## config.mk

```make
export PLATFORM = sky130hd
export DESIGN_NAME = lrfs_top
export DESIGN_NICKNAME = d
export VERILOG_FILES = /design/src/rtl/lrfs_pkg.sv /design/src/rtl/lrfs_limit_timer.sv /design/src/rtl/lrfs_top.sv
export VERILOG_INCLUDE_DIRS = /design/src /design/src/rtl
export SDC_FILE = /design/constraint.sdc
export NUM_CORES = 1
export LEC_CHECK = 0
export BUFFER_PORTS_ARGS = -buffer_cell sky130_fd_sc_hd__buf_4
export CAP_MARGIN = 10
export CORE_AREA = 2 2 124 126
export CTS_CLUSTER_DIAMETER = 50
export DETAILED_ROUTE_END_ITERATION = 8
export DIE_AREA = 0 0 126 128
export GPL_TIMING_DRIVEN = 0
export PLACE_DENSITY = 0.88
export SETUP_SLACK_MARGIN = 0.15
export SYNTH_ARGS = -nofsm -noshare
export SYNTH_HDL_FRONTEND = slang
export SYNTH_SLANG_ARGS = --single-unit
```

## constraint.sdc

```tcl
create_clock -name core_clk_in -period 5.05 [get_ports core_clk_in]
set_input_delay 1.01 -clock core_clk_in [delete_from_list [all_inputs] [get_ports core_clk_in]]
set_output_delay 1.01 -clock core_clk_in [all_outputs]
set_load 0.01 [all_outputs]
```

## src/rtl/lrfs_params.svh

```systemverilog
// Constants of the linear rail fault supervisor: timing, register map, field positions.
// Assumes a single 20 MHz core clock; included by the package and the top module.
`ifndef LRFS_PARAMS_SVH
`define LRFS_PARAMS_SVH

`define LRFS_CLK_HZ          20000000
`define LRFS_STARTUP_US      16000
`define LRFS_RST_LOW_MS      8000
// Limit dwell times are not characterised here; plain defaults
`define LRFS_IO_LIM_OFF_US   1000
`define LRFS_AUX_LIM_OFF_US  1000
`define LRFS_US_TO_CYC(us)   ((us) * (`LRFS_CLK_HZ / 1000000))
`define LRFS_MS_TO_CYC(ms)   ((ms) * (`LRFS_CLK_HZ / 1000))

`define LRFS_OFS_CFG2        8'h00
`define LRFS_OFS_SUPV        8'h04
`define LRFS_OFS_CMD         8'h08
`define LRFS_OFS_STATUS      8'h0C
`define LRFS_OFS_DIAG        8'h10

`define LRFS_CFG2_LOW_LIM    0
`define LRFS_CFG2_AUX_TRK    1
`define LRFS_CFG2_XCVR_OV    2
`define LRFS_SUPV_IO_FS      0
`define LRFS_SUPV_AUX_FS     1
`define LRFS_CMD_IO_RESTART  0
`define LRFS_CMD_AUX_RESTART 1
`define LRFS_CMD_XCVR_RESTART 2
`define LRFS_CMD_END_INIT    3
`define LRFS_CMD_LOW_POWER_OFF_STATE       4

`define LRFS_DG_IO_OV        0
`define LRFS_DG_IO_UV        1
`define LRFS_DG_AUX_OV       2
`define LRFS_DG_AUX_UV       3
`define LRFS_DG_XCVR_OV      4
`define LRFS_DG_XCVR_UV      5
`define LRFS_DG_IO_LIM       6
`define LRFS_DG_AUX_LIM      7

`define LRFS_CFG2_RST        3'h0
`define LRFS_SUPV_RST        2'h3

`endif

```

## src/rtl/lrfs_pkg.sv

```systemverilog
// Types shared by the linear rail fault supervisor modules.
// Assumes lrfs_params.svh is on the include path.
`include "lrfs_params.svh"

package lrfs_pkg;

  typedef enum logic [2:0] {
    ST_POR_OFF,
    ST_LOW_POWER_OFF_STATE,
    ST_START,
    ST_INIT,
    ST_RUN,
    ST_DEEP_FS
  } lrfs_seq_t;

  typedef enum logic [1:0] {
    LIM_INT,
    LIM_EXT_HIGH,
    LIM_EXT_LOW
  } lrfs_lim_t;

  typedef struct packed {
    logic [31:0] cnt;
    logic        trip;
  } lrfs_tmr_t;

  typedef struct packed {
    lrfs_seq_t   seq;
    logic [31:0] cnt;
    logic [31:0] rlow;
    logic [13:0] sync1;
    logic [13:0] sync2;
    logic        ext_pnp;
    logic        low_sel;
    logic        trk_en;
    logic        xov_en;
    logic        fs_io;
    logic        fs_aux;
    logic [7:0]  diag;
    logic        io_ov_off;
    logic        aux_ov_off;
    logic        xcvr_off;
    logic [1:0]  restart;
    logic        waitreq;
    logic [31:0] rdata;
    logic        io_en;
    logic        io_int;
    lrfs_lim_t   lim;
    logic        aux_en;
    logic        aux_trk;
    logic        xcvr_en;
    logic        xcvr_uv_en;
    logic        xcvr_ov_en;
    logic        fs_n;
    logic        rst_oe;
    logic        rst_lvl;
    logic        deep;
    logic        irq;
  } lrfs_state_t;

endpackage

```

## src/rtl/lrfs_limit_timer.sv

```systemverilog
// Current-limit dwell timer: trips after a continuous limiting interval, latches.
// Assumes limiting_in is already synchronised to core_clk_in.
module lrfs_limit_timer #(
  parameter int unsigned CYCLES = 20000
) (
  input  wire logic core_clk_in,
  input  wire logic rstn_in,
  input  wire logic limiting_in,
  input  wire logic arm_in,
  input  wire logic restart_in,
  output logic      trip_out
);
  import lrfs_pkg::*;

  lrfs_tmr_t st;
  lrfs_tmr_t nx;

  always_comb begin
    nx = st;
    if (restart_in) begin
      nx.cnt  = 32'h0000_0000;
      nx.trip = 1'b0;
    end else if (st.trip) begin
      nx.trip = 1'b1;
    end else if (arm_in && limiting_in) begin
      if (st.cnt >= 32'(CYCLES - 1)) begin
        nx.trip = 1'b1;
      end else begin
        nx.cnt = st.cnt + 32'h0000_0001;
      end
    end else begin
      // Dwell must be continuous; any gap starts it over
      nx.cnt = 32'h0000_0000;
    end
  end

  always_ff @(posedge core_clk_in or negedge rstn_in) begin
    if (!rstn_in) begin
      st <= '0;
    end else begin
      st <= nx;
    end
  end

  assign trip_out = st.trip;
endmodule

```

## src/rtl/lrfs_top.sv

```systemverilog
// Linear rail fault supervisor: start-up sequencer, reset-low watchdog and
// fault handling for the I/O-reference, auxiliary and transceiver supply rails.
// Assumes analog comparators arrive asynchronously on pins and software uses Avalon-MM.
// Operation
// - At start-up sense an external pass transistor; if present, disable the internal one.
// - Default I/O-rail limit threshold follows the start-up transistor detection.
// - With internal transistor, limiting only clamps; the I/O rail stays enabled.
// - With external transistor, I/O rail turns off after its limit dwell, until restart.
// - Low-threshold setting in regulator_init_config2 applies only with external transistor.
// - I/O rail: overvoltage turns off, undervoltage not; both flag; fail-safe per config.
// - Aux rail: overvoltage turns off, undervoltage not; both flag; fail-safe per config.
// - aux_tracking_enable is writable only in the initialization phase, then locked.
// - Aux rail turns off after its limit dwell and restarts by command or on a new start-up.
// - After reset transceiver rail and its undervoltage detector on, overvoltage detector off.
// - Transceiver overvoltage detector is enabled only by a write during initialization.
// - Enabled transceiver overvoltage turns the rail off and raises a flag.
// - Transceiver undervoltage detector is disabled while that rail is off.
// - Transceiver rail faults never affect reset_out_n or failsafe_out_n.
// - Undervoltage lockout applies from power-on only; low-power-off restarts on low threshold.
// - Start-up brings rails up and releases reset_out_n after 16 ms.
// - reset_out_n low for 8.0 s sends the device to deep fail-safe.
`include "lrfs_params.svh"
module lrfs_top #(
  parameter int unsigned STARTUP_CYCLES = `LRFS_US_TO_CYC(`LRFS_STARTUP_US),
  parameter int unsigned RST_LOW_CYCLES = `LRFS_MS_TO_CYC(`LRFS_RST_LOW_MS),
  parameter int unsigned IO_LIM_CYCLES  = `LRFS_US_TO_CYC(`LRFS_IO_LIM_OFF_US),
  parameter int unsigned AUX_LIM_CYCLES = `LRFS_US_TO_CYC(`LRFS_AUX_LIM_OFF_US)
) (
  input  wire logic        core_clk_in,
  input  wire logic        rstn_in,
  input  wire logic [7:0]  avs_address_in,
  input  wire logic        avs_read_in,
  input  wire logic        avs_write_in,
  input  wire logic [31:0] avs_writedata_in,
  input  wire logic [3:0]  avs_byteenable_in,
  output logic [31:0]      avs_readdata_out,
  output logic             avs_waitrequest_out,
  input  wire logic        supply_por_ok_in,
  input  wire logic        supply_low_ok_in,
  input  wire logic        low_power_off_state_wake_in,
  input  wire logic        ext_pnp_sense_in,
  input  wire logic        analog_builtin_self_test_fault_in,
  input  wire logic        io_ov_in,
  input  wire logic        io_uv_in,
  input  wire logic        io_ilim_in,
  input  wire logic        aux_ov_in,
  input  wire logic        aux_uv_in,
  input  wire logic        aux_ilim_in,
  input  wire logic        xcvr_ov_in,
  input  wire logic        xcvr_uv_in,
  input  wire logic        reset_out_n_in,
  output logic             reset_out_n_out,
  output logic             reset_out_n_oe_out,
  output logic             failsafe_out_n_out,
  output logic             deep_failsafe_out,
  output logic             io_rail_en_out,
  output logic             io_int_pass_en_out,
  output lrfs_pkg::lrfs_lim_t io_limit_sel_out,
  output logic             aux_rail_en_out,
  output logic             aux_track_out,
  output logic             xcvr_rail_en_out,
  output logic             xcvr_uv_det_en_out,
  output logic             xcvr_ov_det_en_out,
  output logic             irq_out
);
  import lrfs_pkg::*;

  lrfs_state_t st;
  lrfs_state_t nx;
  logic        s_por, s_low, s_wake, s_pnp, s_analog_builtin_self_test;
  logic        s_io_ov, s_io_uv, s_io_ilim, s_aux_ov, s_aux_uv, s_aux_ilim;
  logic        s_xcvr_ov, s_xcvr_uv, s_rstn;
  logic        io_trip, aux_trip;
  logic        fs_trig;
  logic [7:0]  diag_set;
  logic [7:0]  diag_clr;
  logic [4:0]  cmd;
  logic [7:0]  wd;
  logic        wr_ok;

  function automatic logic rails_up(input lrfs_seq_t s);
    return (s == ST_START) || (s == ST_INIT) || (s == ST_RUN);
  endfunction

  function automatic logic sw_phase(input lrfs_seq_t s);
    return (s == ST_INIT) || (s == ST_RUN);
  endfunction

  assign {s_por, s_low, s_wake, s_pnp, s_analog_builtin_self_test, s_io_ov, s_io_uv, s_io_ilim,
          s_aux_ov, s_aux_uv, s_aux_ilim, s_xcvr_ov, s_xcvr_uv, s_rstn} = st.sync2;

  // I/O rail dwell only counts with the external transistor fitted
  lrfs_limit_timer #(.CYCLES(IO_LIM_CYCLES)) u_io_tmr (
    .core_clk_in (core_clk_in),
    .rstn_in     (rstn_in),
    .limiting_in (s_io_ilim),
    .arm_in      (rails_up(st.seq) && !st.io_ov_off && st.ext_pnp),
    .restart_in  (st.restart[0] || !rails_up(st.seq)),
    .trip_out    (io_trip)
  );

  lrfs_limit_timer #(.CYCLES(AUX_LIM_CYCLES)) u_aux_tmr (
    .core_clk_in (core_clk_in),
    .rstn_in     (rstn_in),
    .limiting_in (s_aux_ilim),
    .arm_in      (rails_up(st.seq) && !st.aux_ov_off),
    .restart_in  (st.restart[1] || !rails_up(st.seq)),
    .trip_out    (aux_trip)
  );

  always_comb begin
    nx = st;
    nx.sync1 = {supply_por_ok_in, supply_low_ok_in, low_power_off_state_wake_in, ext_pnp_sense_in,
                analog_builtin_self_test_fault_in, io_ov_in, io_uv_in, io_ilim_in, aux_ov_in, aux_uv_in,
                aux_ilim_in, xcvr_ov_in, xcvr_uv_in, reset_out_n_in};
    nx.sync2   = st.sync1;
    nx.restart = 2'h0;
    nx.waitreq = 1'b1;
    nx.rdata   = 32'h0000_0000;
    nx.rst_lvl = 1'b0;
    diag_set   = 8'h00;
    diag_clr   = 8'h00;
    cmd        = 5'h00;
    wd         = avs_writedata_in[7:0];
    // Answer one cycle after the request; the write lands on the waitrequest-low edge
    wr_ok      = avs_write_in && !st.waitreq && avs_byteenable_in[0];
    if ((avs_read_in || avs_write_in) && st.waitreq) begin
      nx.waitreq = 1'b0;
      if (avs_read_in) begin
        case (avs_address_in)
          `LRFS_OFS_CFG2: begin
            nx.rdata[`LRFS_CFG2_LOW_LIM] = st.low_sel;
            nx.rdata[`LRFS_CFG2_AUX_TRK] = st.trk_en;
            nx.rdata[`LRFS_CFG2_XCVR_OV] = st.xov_en;
          end
          `LRFS_OFS_SUPV: begin
            nx.rdata[`LRFS_SUPV_IO_FS]  = st.fs_io;
            nx.rdata[`LRFS_SUPV_AUX_FS] = st.fs_aux;
          end
          `LRFS_OFS_STATUS: begin
            nx.rdata[10:0] = {st.seq, 1'b0, aux_trip, io_trip, st.fs_n, st.xcvr_en,
                              st.aux_en, st.io_en, st.ext_pnp};
          end
          `LRFS_OFS_DIAG: nx.rdata[7:0] = st.diag;
          default: nx.rdata = 32'h0000_0000;
        endcase
      end
    end
    if (wr_ok) begin
      case (avs_address_in)
        `LRFS_OFS_CFG2: begin
          nx.low_sel = wd[`LRFS_CFG2_LOW_LIM];
          if (st.seq == ST_INIT) begin
            nx.trk_en = wd[`LRFS_CFG2_AUX_TRK];
            nx.xov_en = wd[`LRFS_CFG2_XCVR_OV];
          end
        end
        `LRFS_OFS_SUPV: begin
          nx.fs_io  = wd[`LRFS_SUPV_IO_FS];
          nx.fs_aux = wd[`LRFS_SUPV_AUX_FS];
        end
        `LRFS_OFS_CMD:  cmd = wd[4:0];
        `LRFS_OFS_DIAG: diag_clr = wd;
        default: ;
      endcase
    end

    if (sw_phase(st.seq)) begin
      if (s_io_ov) begin
        nx.io_ov_off = 1'b1;
        diag_set[`LRFS_DG_IO_OV] = 1'b1;
      end
      if (s_io_uv && st.io_en) diag_set[`LRFS_DG_IO_UV] = 1'b1;
      if (s_aux_ov) begin
        nx.aux_ov_off = 1'b1;
        diag_set[`LRFS_DG_AUX_OV] = 1'b1;
      end
      if (s_aux_uv && st.aux_en) diag_set[`LRFS_DG_AUX_UV] = 1'b1;
      if (st.xov_en && s_xcvr_ov) begin
        nx.xcvr_off = 1'b1;
        diag_set[`LRFS_DG_XCVR_OV] = 1'b1;
      end
      if (s_xcvr_uv && st.xcvr_uv_en) diag_set[`LRFS_DG_XCVR_UV] = 1'b1;
    end
    diag_set[`LRFS_DG_IO_LIM]  = io_trip;
    diag_set[`LRFS_DG_AUX_LIM] = aux_trip;
    // A flag raised in the same cycle as its clear survives
    nx.diag = (st.diag & ~diag_clr) | diag_set;
    if (sw_phase(st.seq)) begin
      if (cmd[`LRFS_CMD_IO_RESTART]) begin
        nx.io_ov_off  = s_io_ov; // A live overvoltage outlasts the restart
        nx.restart[0] = 1'b1;
      end
      if (cmd[`LRFS_CMD_AUX_RESTART]) begin
        nx.aux_ov_off = s_aux_ov;
        nx.restart[1] = 1'b1;
      end
      if (cmd[`LRFS_CMD_XCVR_RESTART]) nx.xcvr_off = st.xov_en && s_xcvr_ov;
      if (cmd[`LRFS_CMD_END_INIT] && st.seq == ST_INIT) nx.seq = ST_RUN;
      if (cmd[`LRFS_CMD_LOW_POWER_OFF_STATE]) nx.seq = ST_LOW_POWER_OFF_STATE;
    end

    // Transceiver rail faults are deliberately absent here
    fs_trig = sw_phase(st.seq) && ((st.fs_io && (s_io_ov || s_io_uv)) ||
                                   (st.fs_aux && (s_aux_ov || s_aux_uv)));
    if (fs_trig) nx.fs_n = 1'b0;

    case (st.seq)
      ST_POR_OFF: begin
        nx.cnt = 32'h0000_0000;
        if (s_por) begin
          nx.seq     = ST_START;
          nx.ext_pnp = s_pnp;
        end
      end
      ST_LOW_POWER_OFF_STATE: begin
        nx.cnt = 32'h0000_0000;
        if (s_wake && s_low) begin
          nx.seq     = ST_START;
          nx.ext_pnp = s_pnp;
        end
      end
      ST_START: begin
        // A self-test fault holds start-up; the reset-low watchdog ends it
        if (st.cnt >= 32'(STARTUP_CYCLES - 1)) begin
          if (!s_analog_builtin_self_test) nx.seq = ST_INIT;
        end else begin
          nx.cnt = st.cnt + 32'h0000_0001;
        end
      end
      ST_INIT, ST_RUN: ;
      ST_DEEP_FS: begin
        if (!s_por) nx.seq = ST_POR_OFF;
      end
      default: nx.seq = ST_POR_OFF;
    endcase

    // The host may hold reset low too; the sensed pin level is what counts
    if (rails_up(st.seq) && !s_rstn) begin
      if (st.rlow >= 32'(RST_LOW_CYCLES - 1)) begin
        nx.seq  = ST_DEEP_FS;
        nx.rlow = 32'h0000_0000;
      end else begin
        nx.rlow = st.rlow + 32'h0000_0001;
      end
    end else begin
      nx.rlow = 32'h0000_0000;
    end

    if (rails_up(st.seq) && !s_low) nx.seq = ST_POR_OFF;
    if (nx.seq == ST_POR_OFF) begin
      nx.fs_n       = 1'b1;
      nx.io_ov_off  = 1'b0;
      nx.aux_ov_off = 1'b0;
      nx.xcvr_off   = 1'b0;
    end
    if (nx.seq == ST_DEEP_FS) nx.fs_n = 1'b0;

    nx.io_en      = rails_up(nx.seq) && !nx.io_ov_off && !io_trip;
    nx.io_int     = nx.io_en && !nx.ext_pnp;
    nx.lim        = !nx.ext_pnp ? LIM_INT :
                    (nx.low_sel ? LIM_EXT_LOW : LIM_EXT_HIGH);
    nx.aux_en     = rails_up(nx.seq) && !nx.aux_ov_off && !aux_trip;
    nx.aux_trk    = nx.trk_en;
    nx.xcvr_en    = rails_up(nx.seq) && !nx.xcvr_off;
    nx.xcvr_uv_en = nx.xcvr_en;
    nx.xcvr_ov_en = nx.xcvr_en && nx.xov_en;
    nx.rst_oe     = !sw_phase(nx.seq);
    nx.deep       = nx.seq == ST_DEEP_FS;
    nx.irq        = |nx.diag;
  end

  always_ff @(posedge core_clk_in or negedge rstn_in) begin
    if (!rstn_in) begin
      st         <= '0;
      st.low_sel <= 1'(`LRFS_CFG2_RST >> `LRFS_CFG2_LOW_LIM);
      st.fs_io   <= 1'b1;
      st.fs_aux  <= 1'b1;
      st.waitreq <= 1'b1;
      st.fs_n    <= 1'b1;
      st.rst_oe  <= 1'b1;
    end else begin
      st <= nx;
    end
  end

  assign avs_readdata_out    = st.rdata;
  assign avs_waitrequest_out = st.waitreq;
  assign reset_out_n_out     = st.rst_lvl;
  assign reset_out_n_oe_out  = st.rst_oe;
  assign failsafe_out_n_out  = st.fs_n;
  assign deep_failsafe_out   = st.deep;
  assign io_rail_en_out      = st.io_en;
  assign io_int_pass_en_out  = st.io_int;
  assign io_limit_sel_out    = st.lim;
  assign aux_rail_en_out     = st.aux_en;
  assign aux_track_out       = st.aux_trk;
  assign xcvr_rail_en_out    = st.xcvr_en;
  assign xcvr_uv_det_en_out  = st.xcvr_uv_en;
  assign xcvr_ov_det_en_out  = st.xcvr_ov_en;
  assign irq_out             = st.irq;
endmodule

```

==> impl_metrics.toml <==
[outcome]
status = "finished, final reports clean"

[clocking]
post_cts_resize_count = 0
numCtsBuffers = 21
clkSlewWorstSetupHoldPaths_ns = 0.06
cts_num_sinks = 203
cts_hold_buf = 0
cts_max_level = 1
cts_tree = "built"
post_cts_buffers = 0
cts_root_buffer = "clkbuf_16"
clock_path_buffers = 3
clk_latency_ns = 0.49

[sta]
hold_violations = 0
setup-tns-final_ns = 0
max_slew.worst_pin.slew_ns = 0.8449
fin_skew_ns = 0.01299
setup_viol = 0
fmax_mhz = 349.8
maxSlewViolCount = 0
period_share_pct = 56.61
slew_headroom_pct = 43.15
fin_crit_ns = 2.859
setup_slack_ns = 2.191
rsz0062_at_grt = "no"

[cells_and_area]
regArea_um2 = 5086
nNetsFinal = 1037
final_common_cell = "dfrtp_1"
n_fill_cell = 1012
finalInstanceArea_um2 = 10700
synthToLayoutAreaGrowth_pct = 16.70
multi_input_area_um2 = 3739
final_cell_mix = "198 x dfrtp_1, 93 x buf_4, 90 x nor2_1"
final_cells = 1171
n_antenna_cell = 0
drive_gt1_share_pct = 16.48

[critical_path]
cp-start-kind = "input port"
cp.required_ns = 5.40
crit_path_max_incr_delay_ns = 0.68
path_class = "in -> reg"
reg2regPathDepth = 7
worstSetupEndpointType = "register"
crit_arrival_ns = 3.21
crit_chain = "buf_4, or4_4, nor4_2, nand2_1, a21o_1, nor4_1, nand4_1"
critical-path-slowest-cell = "nor4_2"
cp_max_fo = 7

[logic_synthesis]
syn_avg_cell_area_um2 = 10.62
seq_area_frac_synth_pct = 55.45
yosysWarnings = 0
synthArstFlopShare_pct = 100.0
syn_area_um2 = 9173
ys_types = 78
ys.flop_type = "dfrtp_1"
synthCells = 864
synth_edf_count = 0
ys_seq_elements = 203

[global_routing]
antenna_found_initial = 0
grt_pass1_wl_um = 33780
grt_max_degree = 126
grt.total_usage_pct = 25.19
grt_pass1_vias = 7035
globalRouteOverflowTotal = 0

[drt]
vias = 6930
drc = 0
avgRoutedWirePerCell_um = 16.76
via_per_inst = 5.918
wl_um = 19620
first_iter_violations = 691
ant_nets = 0
first_pass_iters = 5

[floorplanning]
std_cell_rows = 45
core_um2 = 14860
die_h_um = 128
die_w_um = 126
io_pins = 109
initial_core_util_pct = 61.71
die-area_um2 = 16130

[place]
pre_cts_slack_ns = 1.720
placed_cells = 1136
post-dp-hpwl_um = 12880
dpl_cell_area_um2 = 9972
finalWeightedCongestion = 0.8879
io_buffers = 58

[power]
p_int_mw = 3.014
p_leak_nw = 4.915
p_clk_share_pct = 38.9
power.density_nw_per_um2 = 394.0
comb_power_share_pct = 18.1
swShare_pct = 28.52
peakVddDrop_mv = 0.2921
p_seq_share_pct = 43.0
p_sw_mw = 1.203

[run]
cap_violations = 0

[worst_hold_path]
hold_depth = 0
min_path_type = "reg -> reg"
[cell families (layout without fill, tap and decap cells)]
group / Yosys count / after routing / synth area share [%]
buffers and inverters: 79 / 173 / 4.815
adders and majority gates: 4 / 4 / 0.5456
and+or+nand+nor: 383 / 383 / 22.47
AOI/OAI and AO/OA: 143 / 143 / 11.55
xor gates and xnor gates: 38 / 38 / 3.628
muxes: 13 / 13 / 1.500
other: 1 / 26 / 0.04088
DFF: 203 / 203 / 55.45
[per-layer routing]
layer  up-vias  global-route usage (%)  part of all wire (%)
met4         0                   9.438                   2.8
met3        53                   4.007                   5.7
met1      3398                   33.05                    42
met2       246                   42.82                    50
li1       3233                       -                     -
met5         -                       0                     0
[worst paths after layout]
path,startpoint,to,slack (ns)
min in group asynchronous,rstn_in,st[154]$_DFFE_PN0P_,0.49
max in group asynchronous,rstn_in,st[65]$_DFF_PN0_,3.54
worst max-delay path,avs_address_in[2],irq_out$_DFF_PN0_,2.19
worst max register to register,st[94]$_DFF_PN0_,st[117]$_DFF_PN0_,2.27
worst min register to register,nx[68]$_DFF_PN0_,s_xcvr_ov$_DFF_PN0_,0.34
worst min-delay path,nx[68]$_DFF_PN0_,s_xcvr_ov$_DFF_PN0_,0.34
[state kept, by name, indices dropped and copies added, names as in the netlist, 2 cells and up]
name              count
st                   85
nx                   14
avs_readdata_out     11
u_aux_tmr.st         32
u_io_tmr.st          32
io_limit_sel_out      2
[critical path, delay by kind of cell]
family | cells | cell delay [ns]
AOI/OAI and AO/OA | 1 | 0.23
and+or+nand+nor | 5 | 1.85
buffers and inverters | 1 | 0.11
[synthesized netlist by cell type, types with 4 or more instances]
cell type / instances / area [um^2]
and2_1: 38 / 237.7
nor4b_1: 5 / 43.79
a31oi_1: 12 / 75.07
and3_1: 20 / 125.1
ha_1: 4 / 50.05
mux2i_1: 7 / 70.07
nor2b_1: 24 / 150.1
a32o_1: 8 / 80.08
mux2_2: 6 / 67.56
dfrtp_1: 198 / 4955
dfstp_2: 5 / 131.4
xnor2_1: 16 / 140.1
a21o_1: 6 / 45.04
and4_1: 8 / 70.07
o21ai_0: 28 / 140.1
nor3_1: 19 / 95.09
nand2b_1: 7 / 43.79
o31ai_1: 4 / 30.03
xor2_1: 22 / 192.7
nand3_1: 38 / 190.2
or3_1: 8 / 50.05
nand2_1: 65 / 244.0
o21a_1: 4 / 30.03
nor4_1: 15 / 93.84
nand4_1: 20 / 125.1
o211ai_1: 5 / 37.54
a21oi_1: 26 / 130.1
nor2_1: 90 / 337.8
clkbuf_1: 17 / 63.81
nand3b_1: 4 / 30.03
inv_1: 20 / 75.07
or2_2: 4 / 25.02
buf_4: 36 / 270.3
a32oi_1: 5 / 43.79
[area by class of cell]
class / count / share of cell area [%]
Buffer: 59 / 3.425
Clock buffer: 28 / 5.529
Clock inverter: 7 / 1.309
Inverter: 20 / 0.7013
Multi-Input combinational cell: 607 / 34.93
Sequential cell: 203 / 47.52
Tap cell: 188 / 2.198
Timing Repair Buffer: 59 / 4.395
[through the flow]
stage / util (%) / power, mW / hold WS, ns
6_report: 72.01 / 4.217 / 0.3393
4_1_cts: 72.01 / 4.224 / 0.3445
3_5_place_dp: 67.09 / 2.573 / 0.3347
2_1_floorplan: - / 2.299 / 0.3312
3_3_place_gp: 66.85 / 2.544 / 0.3331
5_1_grt: 72.01 / 4.385 / 0.3444
[power by group through the flow]
stage	sequential [mW]	combinational (mW)	clock, mW
after global routing	1.82	0.842	1.72
after global placement	1.83	0.713	0
after detailed placement	1.84	0.737	0
after floorplan	1.82	0.478	0
final	1.81	0.762	1.64
after CTS	1.81	0.757	1.66
Power figures use the tool's default switching activity.
